**config.mk**
```make
export PLATFORM = sky130hd
export DESIGN_NAME = ivfm_monitor
export DESIGN_NICKNAME = d
export VERILOG_FILES = /design/src/include/ivfm_pkg.sv /design/src/core/ivfm_monitor.sv
export VERILOG_INCLUDE_DIRS = /design/src /design/src/include
export SDC_FILE = /design/constraint.sdc
export NUM_CORES = 1
export LEC_CHECK = 0
export ABC_CLOCK_PERIOD_IN_PS = 3600
export BUFFER_PORTS_ARGS = -buffer_cell sky130_fd_sc_hd__clkbuf_2
export CORE_MARGIN = 2
export CORE_UTILIZATION = 55
export CTS_CLUSTER_DIAMETER = 80
export DETAILED_ROUTE_END_ITERATION = 10
export GPL_TIMING_DRIVEN = 0
export PLACE_DENSITY = 0.85
export SETUP_SLACK_MARGIN = 0.05
export SYNTH_ARGS = -nofsm -noshare
export SYNTH_HDL_FRONTEND = slang
export SYNTH_SLANG_ARGS = --single-unit
```
**constraint.sdc**
```tcl
create_clock -name sys_clk -period 3.6 [get_ports sys_clk]
set_input_delay 0.18 -clock sys_clk [delete_from_list [all_inputs] [get_ports sys_clk]]
set_output_delay 0.18 -clock sys_clk [all_outputs]
set_load 0.05 [all_outputs]
```
**src/include/ivfm_map.svh**
```systemverilog
// command codes, field positions, reset values and timing figures
`ifndef IVFM_MAP_SVH
`define IVFM_MAP_SVH

`define IVFM_CMD_OV_FAULT_LIMIT   8'h55
`define IVFM_CMD_OV_FAULT_ACTION  8'h56
`define IVFM_CMD_OV_WARN_LIMIT    8'h57
`define IVFM_CMD_UV_WARN_LIMIT    8'h58
`define IVFM_CMD_UV_FAULT_LIMIT   8'h59

`define IVFM_RST_OV_FAULT_LIMIT   16'h0640
`define IVFM_RST_OV_FAULT_ACTION  8'h84
`define IVFM_RST_OV_WARN_LIMIT    16'h0708
`define IVFM_RST_UV_WARN_LIMIT    16'h0000
`define IVFM_RST_UV_FAULT_LIMIT   16'h0000

`define IVFM_ACT_HI               7
`define IVFM_ACT_LO               6
`define IVFM_RETRY_HI             5
`define IVFM_RETRY_LO             3
`define IVFM_DELAY_HI             2
`define IVFM_DELAY_LO             0

`define IVFM_ACT_CONTINUE         2'h0
`define IVFM_ACT_DISABLE          2'h2
`define IVFM_RETRY_NONE           3'h0
`define IVFM_RETRY_FOREVER        3'h7

`define IVFM_HYST_SHIFT           4
`define IVFM_CLK_KHZ              125000
`define IVFM_RETRY_STEP_MS        25
`define IVFM_RETRY_LONG_MS        175

`endif

```
**src/include/ivfm_pkg.sv**
```systemverilog
// types for the input voltage fault monitor
package ivfm_pkg;

  typedef enum logic [1:0] {
    ST_IDLE,
    ST_RUN,
    ST_LATCHED,
    ST_RETRY_WAIT
  } ivfm_state_t;

endpackage

```
**src/core/ivfm_monitor.sv**
```systemverilog
// input voltage limits, overvoltage fault response and status flags
`timescale 1ns/100ps
`include "ivfm_map.svh"

module ivfm_monitor
  import ivfm_pkg::*;
#(
  parameter int unsigned STEP_CYCLES =
    `IVFM_RETRY_STEP_MS * `IVFM_CLK_KHZ
) (
  // clock and reset
  input  wire logic        sys_clk,
  input  wire logic        reset_n,
  // management command port
  input  wire logic        cmd_valid,
  input  wire logic        cmd_write,
  input  wire logic [7:0]  cmd_code,
  input  wire logic [15:0] cmd_wdata,
  output logic             rsp_valid,
  output logic             rsp_err,
  output logic [15:0]      rsp_data,
  // input voltage measurement, 10 mV per count, signed
  input  wire logic        vin_valid,
  input  wire logic [15:0] vin_sample,
  // control and system pins
  input  wire logic        control_pin,
  input  wire logic        bias_ok_pin,
  input  wire logic        operation_on,
  input  wire logic        other_fault,
  input  wire logic        restart,
  input  wire logic        status_clear,
  // outputs
  output logic             output_enable,
  output logic             alert_line_n,
  output logic [3:0]       status_flags
);

  localparam int unsigned LONG_STEPS =
    `IVFM_RETRY_LONG_MS / `IVFM_RETRY_STEP_MS;

  function automatic logic s_gt(input logic [15:0] a, input logic [15:0] b);
    s_gt = $signed(a) > $signed(b);
  endfunction

  logic [15:0] ov_fault_limit_r;
  logic [7:0]  ov_fault_action_r;
  logic [15:0] ov_warn_limit_r;
  logic [15:0] uv_warn_limit_r;
  logic [15:0] uv_fault_limit_r;
  logic [1:0]  ctl_sync_r;
  logic [1:0]  bias_sync_r;
  logic        ov_active_r;
  logic        uv_active_r;
  logic        ov_warn_act_r;
  logic        uv_warn_act_r;
  logic        ov_active_d_r;
  logic [3:0]  status_r;
  logic [31:0] tick_cnt_r;
  logic [2:0]  step_cnt_r;
  ivfm_state_t state_r;
  logic [15:0] ov_clear_lvl;
  logic        run_req;
  logic        bias_ok;
  logic        ov_rise;
  logic [1:0]  act;
  logic [2:0]  retry;
  logic [2:0]  delay;
  logic        wait_done;
  logic [2:0]  delay_steps;

  assign run_req = ctl_sync_r[1] & operation_on;
  assign bias_ok = bias_sync_r[1];
  assign act     = ov_fault_action_r[`IVFM_ACT_HI:`IVFM_ACT_LO];
  assign retry   = ov_fault_action_r[`IVFM_RETRY_HI:`IVFM_RETRY_LO];
  assign delay   = ov_fault_action_r[`IVFM_DELAY_HI:`IVFM_DELAY_LO];
  // 111 is 175 ms, which is exactly seven 25 ms steps
  assign delay_steps = (delay == 3'h7) ? 3'(LONG_STEPS) : delay;
  assign ov_clear_lvl = ov_fault_limit_r -
    (ov_fault_limit_r >> `IVFM_HYST_SHIFT);
  assign ov_rise   = ov_active_r & ~ov_active_d_r;
  assign wait_done = (step_cnt_r == 3'h0) && !ov_active_r;

  // pin synchronisers
  always_ff @(posedge sys_clk or negedge reset_n) begin
    if (!reset_n) begin
      ctl_sync_r  <= 2'h0;
      bias_sync_r <= 2'h0;
    end else begin
      ctl_sync_r  <= {ctl_sync_r[0], control_pin};
      bias_sync_r <= {bias_sync_r[0], bias_ok_pin};
    end
  end

  // register writes
  always_ff @(posedge sys_clk or negedge reset_n) begin
    if (!reset_n) begin
      ov_fault_limit_r  <= `IVFM_RST_OV_FAULT_LIMIT;
      ov_fault_action_r <= `IVFM_RST_OV_FAULT_ACTION;
      ov_warn_limit_r   <= `IVFM_RST_OV_WARN_LIMIT;
      uv_warn_limit_r   <= `IVFM_RST_UV_WARN_LIMIT;
      uv_fault_limit_r  <= `IVFM_RST_UV_FAULT_LIMIT;
    end else if (cmd_valid && cmd_write) begin
      case (cmd_code)
        `IVFM_CMD_OV_FAULT_LIMIT:  ov_fault_limit_r  <= cmd_wdata;
        `IVFM_CMD_OV_FAULT_ACTION: ov_fault_action_r <= cmd_wdata[7:0];
        `IVFM_CMD_OV_WARN_LIMIT:   ov_warn_limit_r   <= cmd_wdata;
        `IVFM_CMD_UV_WARN_LIMIT:   uv_warn_limit_r   <= cmd_wdata;
        `IVFM_CMD_UV_FAULT_LIMIT:  uv_fault_limit_r  <= cmd_wdata;
        default: ;
      endcase
    end
  end

  // read answer, one cycle after the command
  always_ff @(posedge sys_clk or negedge reset_n) begin
    if (!reset_n) begin
      rsp_valid <= 1'b0;
      rsp_err   <= 1'b0;
      rsp_data  <= 16'h0000;
    end else begin
      rsp_valid <= cmd_valid;
      rsp_err   <= 1'b0;
      rsp_data  <= 16'h0000;
      if (cmd_valid) begin
        case (cmd_code)
          `IVFM_CMD_OV_FAULT_LIMIT:  rsp_data <= ov_fault_limit_r;
          `IVFM_CMD_OV_FAULT_ACTION: rsp_data <= {8'h00, ov_fault_action_r};
          `IVFM_CMD_OV_WARN_LIMIT:   rsp_data <= ov_warn_limit_r;
          `IVFM_CMD_UV_WARN_LIMIT:   rsp_data <= uv_warn_limit_r;
          `IVFM_CMD_UV_FAULT_LIMIT:  rsp_data <= uv_fault_limit_r;
          default:                   rsp_err  <= 1'b1;
        endcase
      end
    end
  end

  // limit comparisons, evaluated on each new sample
  always_ff @(posedge sys_clk or negedge reset_n) begin
    if (!reset_n) begin
      ov_active_r   <= 1'b0;
      uv_active_r   <= 1'b0;
      ov_warn_act_r <= 1'b0;
      uv_warn_act_r <= 1'b0;
    end else if (vin_valid) begin
      if (s_gt(vin_sample, ov_fault_limit_r))
        ov_active_r <= 1'b1;
      else if (s_gt(ov_clear_lvl, vin_sample))
        ov_active_r <= 1'b0;
      uv_active_r   <= s_gt(uv_fault_limit_r, vin_sample);
      ov_warn_act_r <= s_gt(vin_sample, ov_warn_limit_r);
      uv_warn_act_r <= s_gt(uv_warn_limit_r, vin_sample);
    end
  end

  // sticky status: {uv_warn, ov_warn, uv_fault, ov_fault}; set beats clear
  always_ff @(posedge sys_clk or negedge reset_n) begin
    if (!reset_n) begin
      status_r      <= 4'h0;
      ov_active_d_r <= 1'b0;
      status_flags  <= 4'h0;
      alert_line_n  <= 1'b1;
    end else begin
      ov_active_d_r <= ov_active_r;
      status_r <= (status_clear ? 4'h0 : status_r) |
        {uv_warn_act_r, ov_warn_act_r, uv_active_r, ov_active_r};
      status_flags <= status_r;
      alert_line_n <= ~|status_r;
    end
  end

  // retry delay timer: one step per STEP_CYCLES
  always_ff @(posedge sys_clk or negedge reset_n) begin
    if (!reset_n) begin
      tick_cnt_r <= 32'h0;
      step_cnt_r <= 3'h0;
    end else if (state_r != ST_RETRY_WAIT) begin
      tick_cnt_r <= 32'h0;
      step_cnt_r <= delay_steps;
    end else if (step_cnt_r != 3'h0) begin
      if (tick_cnt_r == STEP_CYCLES - 1) begin
        tick_cnt_r <= 32'h0;
        step_cnt_r <= step_cnt_r - 3'h1;
      end else begin
        tick_cnt_r <= tick_cnt_r + 32'h1;
      end
    end
  end

  // output state machine
  always_ff @(posedge sys_clk or negedge reset_n) begin
    if (!reset_n) begin
      state_r       <= ST_IDLE;
      output_enable <= 1'b0;
    end else begin
      case (state_r)
        ST_IDLE:
          if (run_req && bias_ok && !other_fault && !ov_active_r)
            state_r <= ST_RUN;
        ST_RUN:
          if (!run_req || !bias_ok || other_fault)
            state_r <= ST_IDLE;
          // unsupported action codes are treated as continue
          else if (ov_rise && act == `IVFM_ACT_DISABLE) begin
            if (retry == `IVFM_RETRY_FOREVER)
              state_r <= ST_RETRY_WAIT;
            else
              state_r <= ST_LATCHED;
          end
        ST_LATCHED:
          if (restart)
            state_r <= ST_IDLE;
        ST_RETRY_WAIT:
          if (!run_req || !bias_ok || other_fault)
            state_r <= ST_IDLE;
          else if (wait_done)
            state_r <= ST_RUN;
        default:
          state_r <= ST_IDLE;
      endcase
      output_enable <= (state_r == ST_RUN) && !(ov_rise &&
        act == `IVFM_ACT_DISABLE);
    end
  end

endmodule // ivfm_monitor

```
; ---- Yosys cells after proc, flatten, opt, wreduce, memory -nomap -nowiden
; Cells that the tools add are included.
[totals]
register_bits = 146
in_bits = 51
out_inout_bits = 24
elab_cells = 104
[classes]
add_sub_neg = 3
n_lt_le_gt_ge = 5
n_eq_ne = 17
mux = 22
bitwise_logic = 4
n_reduce_logical = 31
[ops]
columns = operator, count
row1 = 32-bit 2-to-1 mux, 3
row2 = 16-bit greater-than comparator, 5
row3 = 16-bit case mux with 5 select lines, 1
row4 = 8-bit by 7-bit == test with 1-bit output (second input constant), 5
row5 = 32-bit by 1-bit adder with 32-bit output (second input constant), 1
row6 = 32-bit by 22-bit == test with 1-bit output (second input constant), 1
row7 = 16-bit 2-to-1 mux, 1
row8 = 16-bit by 12-bit subtractor with 16-bit output, 1
row9 = 2-bit AND reduction, 7
row10 = 2-bit 2-to-1 mux, 6
row11 = 3-bit 2-to-1 mux, 4
row12 = 2-bit case mux with 4 select lines, 1
row13 = 1-bit logical AND, 7
row14 = 2-bit == test (second input constant), 3
row15 = 3-bit == test (second input constant), 2
row16 = 1-bit logical NOT, 6
row17 = 2-bit inequality test (second input constant), 3
row18 = 2-bit nonzero test, 3
row19 = 1-bit 2-to-1 mux, 5
row20 = 5-bit OR reduction, 1
row21 = 4-bit 2-to-1 mux, 1
row22 = 4-bit OR, 1
row23 = 4-bit AND reduction, 1
row24 = 4-bit OR reduction, 1
row25 = 10 further kinds, 12

; ---- Logic depth before layout (Yosys ltp)
; Gate-level depths: netlist of run 1.
[depth]
depth_word = 6
mapped_depth = 16
depth_no_buf = 16

; ---- Least setup slack after synthesis of run 1
; No wires, ideal clock.
[synth_path]
path_kind = register to register
startpoint = reg ov_fault_limit_r[0]
endpoint = reg ov_active_r
setup_time_ps = 127
t_arrival_ps = 3274
t_required_ps = 3473
setup_slack_ps = 199
stages_incl_launch_ff = 16
path_buffers = 0
period_less_slack_ps = 3401
path_cell_list = dfrtp_1 -> inv_1 -> ha_1 -> fa_1 -> nor2b_1 -> o31a_1 -> o21ai_0 -> a2111oi_2 -> o21ai_0 -> xnor2_1 -> ha_1 -> nand4_1 -> or2_2 -> a221oi_1 -> nand2_1 -> o2bb2ai_1
[synth_between]
elab_chain_len = 4
elab_cells_between_ends = 6
classes_between = 1 x add/sub / 2 x order compare / 1 x mux / 2 x reduce/logical
[synth_lines]
columns = item, line_no
row1 = "start, declared", ivfm_monitor.sv:45  ; logic [15:0] ov_fault_limit_r;
row2 = "start signal, assigned", ivfm_monitor.sv:97  ; ov_fault_limit_r <= `IVFM_RST_OV_FAULT_LIMIT;
row3 = "start signal, assigned", ivfm_monitor.sv:104  ; `IVFM_CMD_OV_FAULT_LIMIT: ov_fault_limit_r <= cmd_wdata;
row4 = 16-bit by 12-bit subtractor with 16-bit output, ivfm_monitor.sv:78  ; assign ov_clear_lvl = ov_fault_limit_r -
row5 = 16-bit greater-than comparator, ivfm_monitor.sv:42  ; s_gt = $signed(a) > $signed(b);
row6 = 2-bit nonzero test (no source line), n/a
row7 = 2-bit AND reduction (no source line), n/a
row8 = "end signal, assigned", ivfm_monitor.sv:140  ; ov_active_r <= 1'b0;
row9 = "end signal, assigned", ivfm_monitor.sv:146  ; ov_active_r <= 1'b1;
row10 = "end signal, assigned", ivfm_monitor.sv:148  ; ov_active_r <= 1'b0;
row11 = "end, declared", ivfm_monitor.sv:52  ; logic ov_active_r;
; Several ways; a longest one is shown, not always the timed one.
; A chain may end at the register's enable or synchronous reset.

; ---- Worst setup path after layout of run 1
; Same ends and word-level chain as after synthesis.

==> flow_metrics.env, run 1 <==
export IMPL_worst_setup_slack_after_layout_ns=0.0358
export IMPL_synth_most_common_cell="sky130_fd_sc_hd__dfrtp_1"
export IMPL_cts_root_buf="sky130_fd_sc_hd__clkbuf_16"
export IMPL_placement_setup_worst_slack_ns=-0.338
export IMPL_timing_hold_worst_class="input pin to register"
export IMPL_cts_htree_levels=4
export IMPL_drv_slew=0
export IMPL_port_buffers=74
export IMPL_top_usage_layer_grt="met2"
export IMPL_synthTopCellsByCount="sky130_fd_sc_hd__dfrtp_1, sky130_fd_sc_hd__ha_1, sky130_fd_sc_hd__inv_1"
export IMPL_whs_path_cells=3
export IMPL_hold_violations=0
export IMPL_syn_area_per_cell_um2=10.4
export IMPL_seqCellArea_um2=3670
export IMPL_fin_skew_ns=0.0145
export IMPL_global_route_usage_met3_pct=4.89
export IMPL_master_of_the_slowest_instance_on_the_critical_path="sky130_fd_sc_hd__a2111oi_4"
export IMPL_status="finished clean"
export IMPL_multiInputGateArea_um2=4910
export IMPL_ys_seq_elements=146
export IMPL_powerDensity_nw_per_um2=398
export IMPL_finalWeightedCongestion=0.959
export IMPL_use_met2_pct=43.4
export IMPL_syn2layout_area_growth_pct=16.5
export IMPL_maximum_number_of_pins_on_one_net_before_global_route_repair=119
export IMPL_max_freq_ghz=0.281
export IMPL_route_detailed_vias_per_inst=6.07
export IMPL_setup_repair_after_global_routing_missed_its_margin="true"
export IMPL_route_final_wire_length_um=22400
export IMPL_grt_total_usage_pct=27.3
export IMPL_cp_arrival_ns=3.88
export IMPL_grt_antenna_before_repair=0
export IMPL_postPlaceCellArea_um2=9490
export IMPL_placement_rows=46
export IMPL_place_detailed_hpwl_um=16500
export IMPL_synth_warnings=0
export IMPL_top_cells_by_area_in_the_synthesized_netlist="sky130_fd_sc_hd__dfrtp_1, sky130_fd_sc_hd__ha_1, sky130_fd_sc_hd__mux2_2, sky130_fd_sc_hd__dfstp_2, sky130_fd_sc_hd__inv_1"
export IMPL_finalHoldWorstSlack_ns=0.00700
export IMPL_synth_compound_gate_area_share_pct=12.6
export IMPL_drt_pass1_iter_count=5
export IMPL_synthSimpleGateAreaFrac_pct=14.5
export IMPL_core_area_um2=15800
export IMPL_grt_first_pass_wirelength_um=35700
export IMPL_initial_core_utilization_pct=55.9
export IMPL_cts_tree="done"
export IMPL_reg2regPathDepth=16
export IMPL_worstPathMaxFanout=4
export IMPL_vias_in_the_first_global_route=7099
export IMPL_synth_edf_count=0
export IMPL_critPathMaxStageDelay_ns=0.45
export IMPL_post_synth_num_cell_types=74
export IMPL_worst_pin_slew_ns=0.662
export IMPL_numCtsBuffers=17
export IMPL_worst_path_required_ns=3.92
export IMPL_final_instance_count_excl_fill=1183
export IMPL_critPathBufInv=2
export IMPL_post_route_min_period_ns=3.56
export IMPL_die_x_um=131
export IMPL_cts_sinks=146
export IMPL_synth_fa_ha_area_share_pct=13.7
export IMPL_fin_nets=1101
export IMPL_post_drt_wl_per_cell_um=18.9
export IMPL_drt_first_iter_violations=638
export IMPL_layout_core_utilization_pct=65.1
export IMPL_total_of_fill_cells_in_the_finished_design=1220
export IMPL_crit_type="register to register"
export IMPL_vias=7182
export IMPL_post_synth_mux_area_share_pct=9.84
export IMPL_synth_top_area_share_pct=38.6
export IMPL_timing_critical_path_from_type="register"
export IMPL_io_pins=75
export IMPL_postSynthCellCount=846
export IMPL_yosysSeqAreaShare_pct=41.6
export IMPL_slew_limit_headroom_pct=55.5
export IMPL_synth_area_um2=8810
export IMPL_synth_top_family_by_area="simple AND/OR/NAND/NOR gates"
export IMPL_gr_usage_met1_pct=36.6
export IMPL_drc_errors=0
export IMPL_leakage_uw=0.00475
export IMPL_antenna_violating_nets_post_route=0
export IMPL_drive_gt1_share_pct=24.3
export IMPL_setup_reg_to_reg_worst_slack_ns=0.04
export IMPL_yosysTopAreaCell="sky130_fd_sc_hd__dfrtp_1"
export IMPL_setup_viol=0
export IMPL_max_cap_viol_count=0
export IMPL_post_synth_xor_area_fraction_pct=3.78
export IMPL_die_height_um=131
export IMPL_clkSlewWorstSetupHoldPaths_ns=0.07
export IMPL_grt_overflow_total=0
export IMPL_cts_max_path_buffers=2
export IMPL_crit_path_end_kind="register"
export IMPL_dominantRegCellSynth="sky130_fd_sc_hd__dfrtp_1"
export IMPL_placed_cells=1137
export IMPL_crit_cells=16
export IMPL_synthesis_nets=993
export IMPL_post_route_cell_area_um2=10300
export IMPL_top_delay_family_on_crit_path="compound AO/OA/AOI/OAI gates"
export IMPL_ant_diodes=0
export IMPL_die_area_um2=17100
export IMPL_max_vdd_ir_drop_v=0.000389
export IMPL_async_reset_ff_share_pct=100
export IMPL_min_period_over_period_pct=99.0
export IMPL_clkLatencyLatePin_ns=0.43
export IMPL_timing_critical_path_cells="inv_1, ha_2, fa_2, nor2b_2, o31a_1, o21ai_2, a2111oi_4, buf_4, o41ai_4, xnor2_1, ha_1, nand4_1, or2_4, a221oi_2, nand2_1, o2bb2ai_1"
flip-flops by register name, indices dropped and copies added (netlist names), 3 cells and up:
register / cells
status_flags: 4
tick_cnt_r: 32
status_r: 4
rsp_data: 16
ov_fault_action_r: 8
uv_fault_limit_r: 16
ov_warn_limit_r: 16
step_cnt_r: 3
uv_warn_limit_r: 16
ov_fault_limit_r: 16
what timing repair did:
item / 4_1_cts / 5_1_grt
setup endpoints to repair: 1 / 1
hold buffers: 5 / 0
endpoints found under the hold margin: 32 / 0
resized for setup: 12 / 7
gates cloned: 0 / 0
pin swaps: 4 / 6
buffers inserted: 8 / 1
routing by layer:
layer / vias to the layer above / wire length (um)
met4: 0 / 937
met3: 63 / 1580
met1: 3493 / 9460
li1: 3314 / -
met2: 312 / 10400
met5: - / 0
layout by cell type, fill, tap and decap left out, types with 20 or more instances in the layout:
| cell | count |
|---|---|
| sky130_fd_sc_hd__o21ai_0 | 31 |
| sky130_fd_sc_hd__a22oi_1 | 25 |
| sky130_fd_sc_hd__nand3_1 | 25 |
| sky130_fd_sc_hd__inv_1 | 68 |
| sky130_fd_sc_hd__ha_1 | 93 |
| sky130_fd_sc_hd__nand4_1 | 20 |
| sky130_fd_sc_hd__clkbuf_2 | 73 |
| sky130_fd_sc_hd__dfrtp_1 | 136 |
| sky130_fd_sc_hd__nor2_1 | 67 |
| sky130_fd_sc_hd__mux2_2 | 61 |
| sky130_fd_sc_hd__a21oi_1 | 47 |
| sky130_fd_sc_hd__xor2_1 | 24 |
| sky130_fd_sc_hd__nand2_1 | 45 |
tightest hold or removal path: cells and delay by family:
kind	cells	cell delay, ns
AOI/OAI and AO/OA	2	0.12
buffers and inverters	1	0.11
metrics by stage:
step                      total power, uW  TNS [ns]
after floorplan                      2160         0
after global placement               2330     -9.68
after detailed placement             2360    -0.338
after CTS                            4060         0
after global routing                 4250    -0.191
final                                4080         0
logic make-up (layout without fill, tap and decap cells):
kind of cell | after synthesis | in the layout
AND/OR/NAND/NOR | 236 | 236
AO/OA/AOI/OAI | 169 | 169
flip-flops | 146 | 146
adder cells (fa/ha/maj) | 96 | 96
buffers and inverters | 87 | 208
multiplexers | 74 | 74
XOR/XNOR | 38 | 38
worst paths after layout:
path,from,endpoint
worst min register to register,ctl_sync_r[0],ctl_sync_r[1]
worst max-delay path,ov_fault_limit_r[0],ov_active_r
min in group asynchronous,reset_n,ov_active_r
worst max register to register,ov_fault_limit_r[0],ov_active_r
worst min-delay path,vin_valid,ov_active_r
max in group asynchronous,reset_n,tick_cnt_r[8]
where the power goes:
part	internal, uW	total [uW]	switching [uW]
Clock	909	1630	724
Sequential	1700	1760	59.8
Combinational	310	691	381
final cells by class:
type	instances	share of cell area (%)
Buffer	19	0.878
Clock buffer	19	4.31
Clock inverter	13	0.999
Inverter	68	2.49
Multi-Input combinational cell	613	47.9
Sequential cell	146	35.7
Tap cell	216	2.63
Timing Repair Buffer	89	5.11
(Power assumes the default switching activity.)
==> run 2: changes to the inputs <==
- CELL_PAD_IN_SITES_DETAIL_PLACEMENT: default -> 0
- CELL_PAD_IN_SITES_GLOBAL_PLACEMENT: default -> 1
- CORE_UTILIZATION: 55 -> 43
- PLACE_DENSITY: 0.85 -> 0.84
- SETUP_SLACK_MARGIN: 0.05 -> default
==> run 2 against run 1 <==
Via count is 4.5% lower. Non-clock buffer count stayed put. Sequential power hardly changed. Utilization is 13 points lower. Combinational power is 2% lower. Hold slack better by 0.031 ns. Highest routed layer unchanged.
==> flow_metrics.env, run 2 (synthesis results as in run 1) <==
export IMPL_worstPathMaxFanout=3
export IMPL_mostFrequentLayoutCells="sky130_fd_sc_hd__dfrtp_1, sky130_fd_sc_hd__ha_1, sky130_fd_sc_hd__clkbuf_2"
export IMPL_cts_tree="done"
export IMPL_layout_core_utilization_pct=52.0
export IMPL_placement_rows=52
export IMPL_worst_pin_slew_ns=0.666
export IMPL_drv_slew=0
export IMPL_hold_start="cmd_wdata[14]"
export IMPL_maximum_number_of_pins_on_one_net_before_global_route_repair=75
export IMPL_fin_skew_ns=0.00989
export IMPL_die_area_um2=21700
export IMPL_drt_first_iter_violations=427
export IMPL_route_detailed_vias_per_inst=5.55
export IMPL_cp_arrival_ns=3.77
export IMPL_max_vdd_ir_drop_v=0.000358
export IMPL_post_drt_wl_per_cell_um=18.4
export IMPL_clkLatencyLatePin_ns=0.43
export IMPL_cts_root_buf="sky130_fd_sc_hd__clkbuf_16"
export IMPL_drt_pass1_iter_count=6
export IMPL_die_x_um=147
export IMPL_cts_sinks=146
export IMPL_crit_path_end_kind="register"
export IMPL_worst_r2r_startpoint="ov_fault_limit_r[0]"
export IMPL_finalWeightedCongestion=0.918
export IMPL_place_detailed_hpwl_um=16800
export IMPL_io_pins=75
export IMPL_route_final_wire_length_um=22800
export IMPL_port_buffers=74
export IMPL_largest_register_ffs=32
export IMPL_fin_nets=1101
export IMPL_timing_hold_worst_class="input pin to register"
export IMPL_final_instance_count_excl_fill=1237
export IMPL_worstSetupStartpoint="ov_fault_limit_r[0]"
export IMPL_grt_antenna_before_repair=0
export IMPL_max_freq_ghz=0.288
export IMPL_post_route_min_period_ns=3.47
export IMPL_grt_overflow_total=0
export IMPL_setup_viol=0
export IMPL_timing_critical_path_from_type="register"
export IMPL_drive_gt1_share_pct=25.9
export IMPL_hold_violations=0
export IMPL_max_cap_viol_count=0
export IMPL_vias=6861
export IMPL_slew_limit_headroom_pct=55.3
export IMPL_leakage_uw=0.00481
export IMPL_seqCellArea_um2=3670
export IMPL_crit_type="register to register"
export IMPL_setup_repair_after_global_routing_missed_its_margin="true"
export IMPL_core_area_um2=20200
export IMPL_antenna_violating_nets_post_route=0
export IMPL_finalHoldWorstSlack_ns=0.0376
export IMPL_placed_cells=1191
export IMPL_drc_errors=0
export IMPL_die_height_um=147
export IMPL_status="finished clean"
export IMPL_numCtsBuffers=17
export IMPL_clkSlewWorstSetupHoldPaths_ns=0.07
export IMPL_initial_core_utilization_pct=43.7
export IMPL_multiInputGateArea_um2=4950
export IMPL_ant_diodes=0
export IMPL_grt_first_pass_wirelength_um=35400
export IMPL_regMostFlops="tick_cnt_r"
export IMPL_min_period_over_period_pct=96.3
export IMPL_cts_max_path_buffers=2
export IMPL_vias_in_the_first_global_route=6494
export IMPL_syn2layout_area_growth_pct=18.9
export IMPL_grt_total_usage_pct=21.1
export IMPL_total_of_fill_cells_in_the_finished_design=1850
export IMPL_powerDensity_nw_per_um2=416
export IMPL_worst_path_required_ns=3.90
export IMPL_cts_htree_levels=4
export IMPL_final_common_cell="sky130_fd_sc_hd__dfrtp_1"
## run 2: final timing paths
check,end,slack (ns),cells after the start
min,ov_warn_limit_r[14],0.04,2
max reg2reg,ov_active_r,0.13,15
min in group asynchronous,status_flags[2],0.34,2
max,ov_active_r,0.13,15
max in group asynchronous,ov_fault_limit_r[10],2.44,3
min reg2reg,ctl_sync_r[1],0.35,0
## run 2: metrics by stage
step	setup slack, ns	area [um^2]	setup TNS [ns]	total power, uW
detailed placement	-0.428	9560	-0.428	2360
floorplan	0.199	8810	0	2160
CTS	0.0108	10300	0	4340
global placement	-0.423	9520	-11.24	2340
finish	0.133	10500	0	4370
global route	-0.0386	10500	-0.0386	4540
## run 2: power breakdown
part	internal [uW]	switching (uW)
Sequential	1700	56.8
Combinational	300	374
Clock	1180	751
Total	3180	1180
## run 2: timing repair
item	4_1_cts	5_1_grt
endpoints found under the setup margin	1	1
hold endpoints to repair	74	0
resized for setup	10	24
pin swaps	4	17
hold buffers	5	0
setup buffers	5	4
## run 2: per-layer routing
metal,track usage (%),wire length [um]
met2,32.7,10300
met1,30.1,10900
met5,0,0
met3,4.07,1210
met4,6.25,398
## run 2: cell type report
| cell class | count | share of cell area (%) |
|---|---|---|
| Multi-Input combinational cell | 613 | 47.2 |
| Sequential cell | 146 | 35.0 |
| Timing Repair Buffer | 89 | 5.04 |
| Clock buffer | 17 | 4.06 |
| Tap cell | 270 | 3.22 |
| Inverter | 68 | 2.44 |
| Clock inverter | 15 | 2.14 |
| Buffer | 19 | 0.859 |
## run 2: critical path: stages (launching register included)
cell	delay, ns
sky130_fd_sc_hd__dfrtp_1	0.38
sky130_fd_sc_hd__inv_1	0.06
sky130_fd_sc_hd__ha_2	0.19
sky130_fd_sc_hd__fa_2	0.38
sky130_fd_sc_hd__nor2b_2	0.13
sky130_fd_sc_hd__o31a_1	0.18
sky130_fd_sc_hd__o21ai_2	0.09
sky130_fd_sc_hd__a2111oi_4	0.49
sky130_fd_sc_hd__o41ai_2	0.14
sky130_fd_sc_hd__xnor2_1	0.15
sky130_fd_sc_hd__ha_1	0.29
sky130_fd_sc_hd__nand4_1	0.14
sky130_fd_sc_hd__or2_4	0.27
sky130_fd_sc_hd__a221oi_2	0.23
sky130_fd_sc_hd__nand2_1	0.10
sky130_fd_sc_hd__o2bb2ai_2	0.12
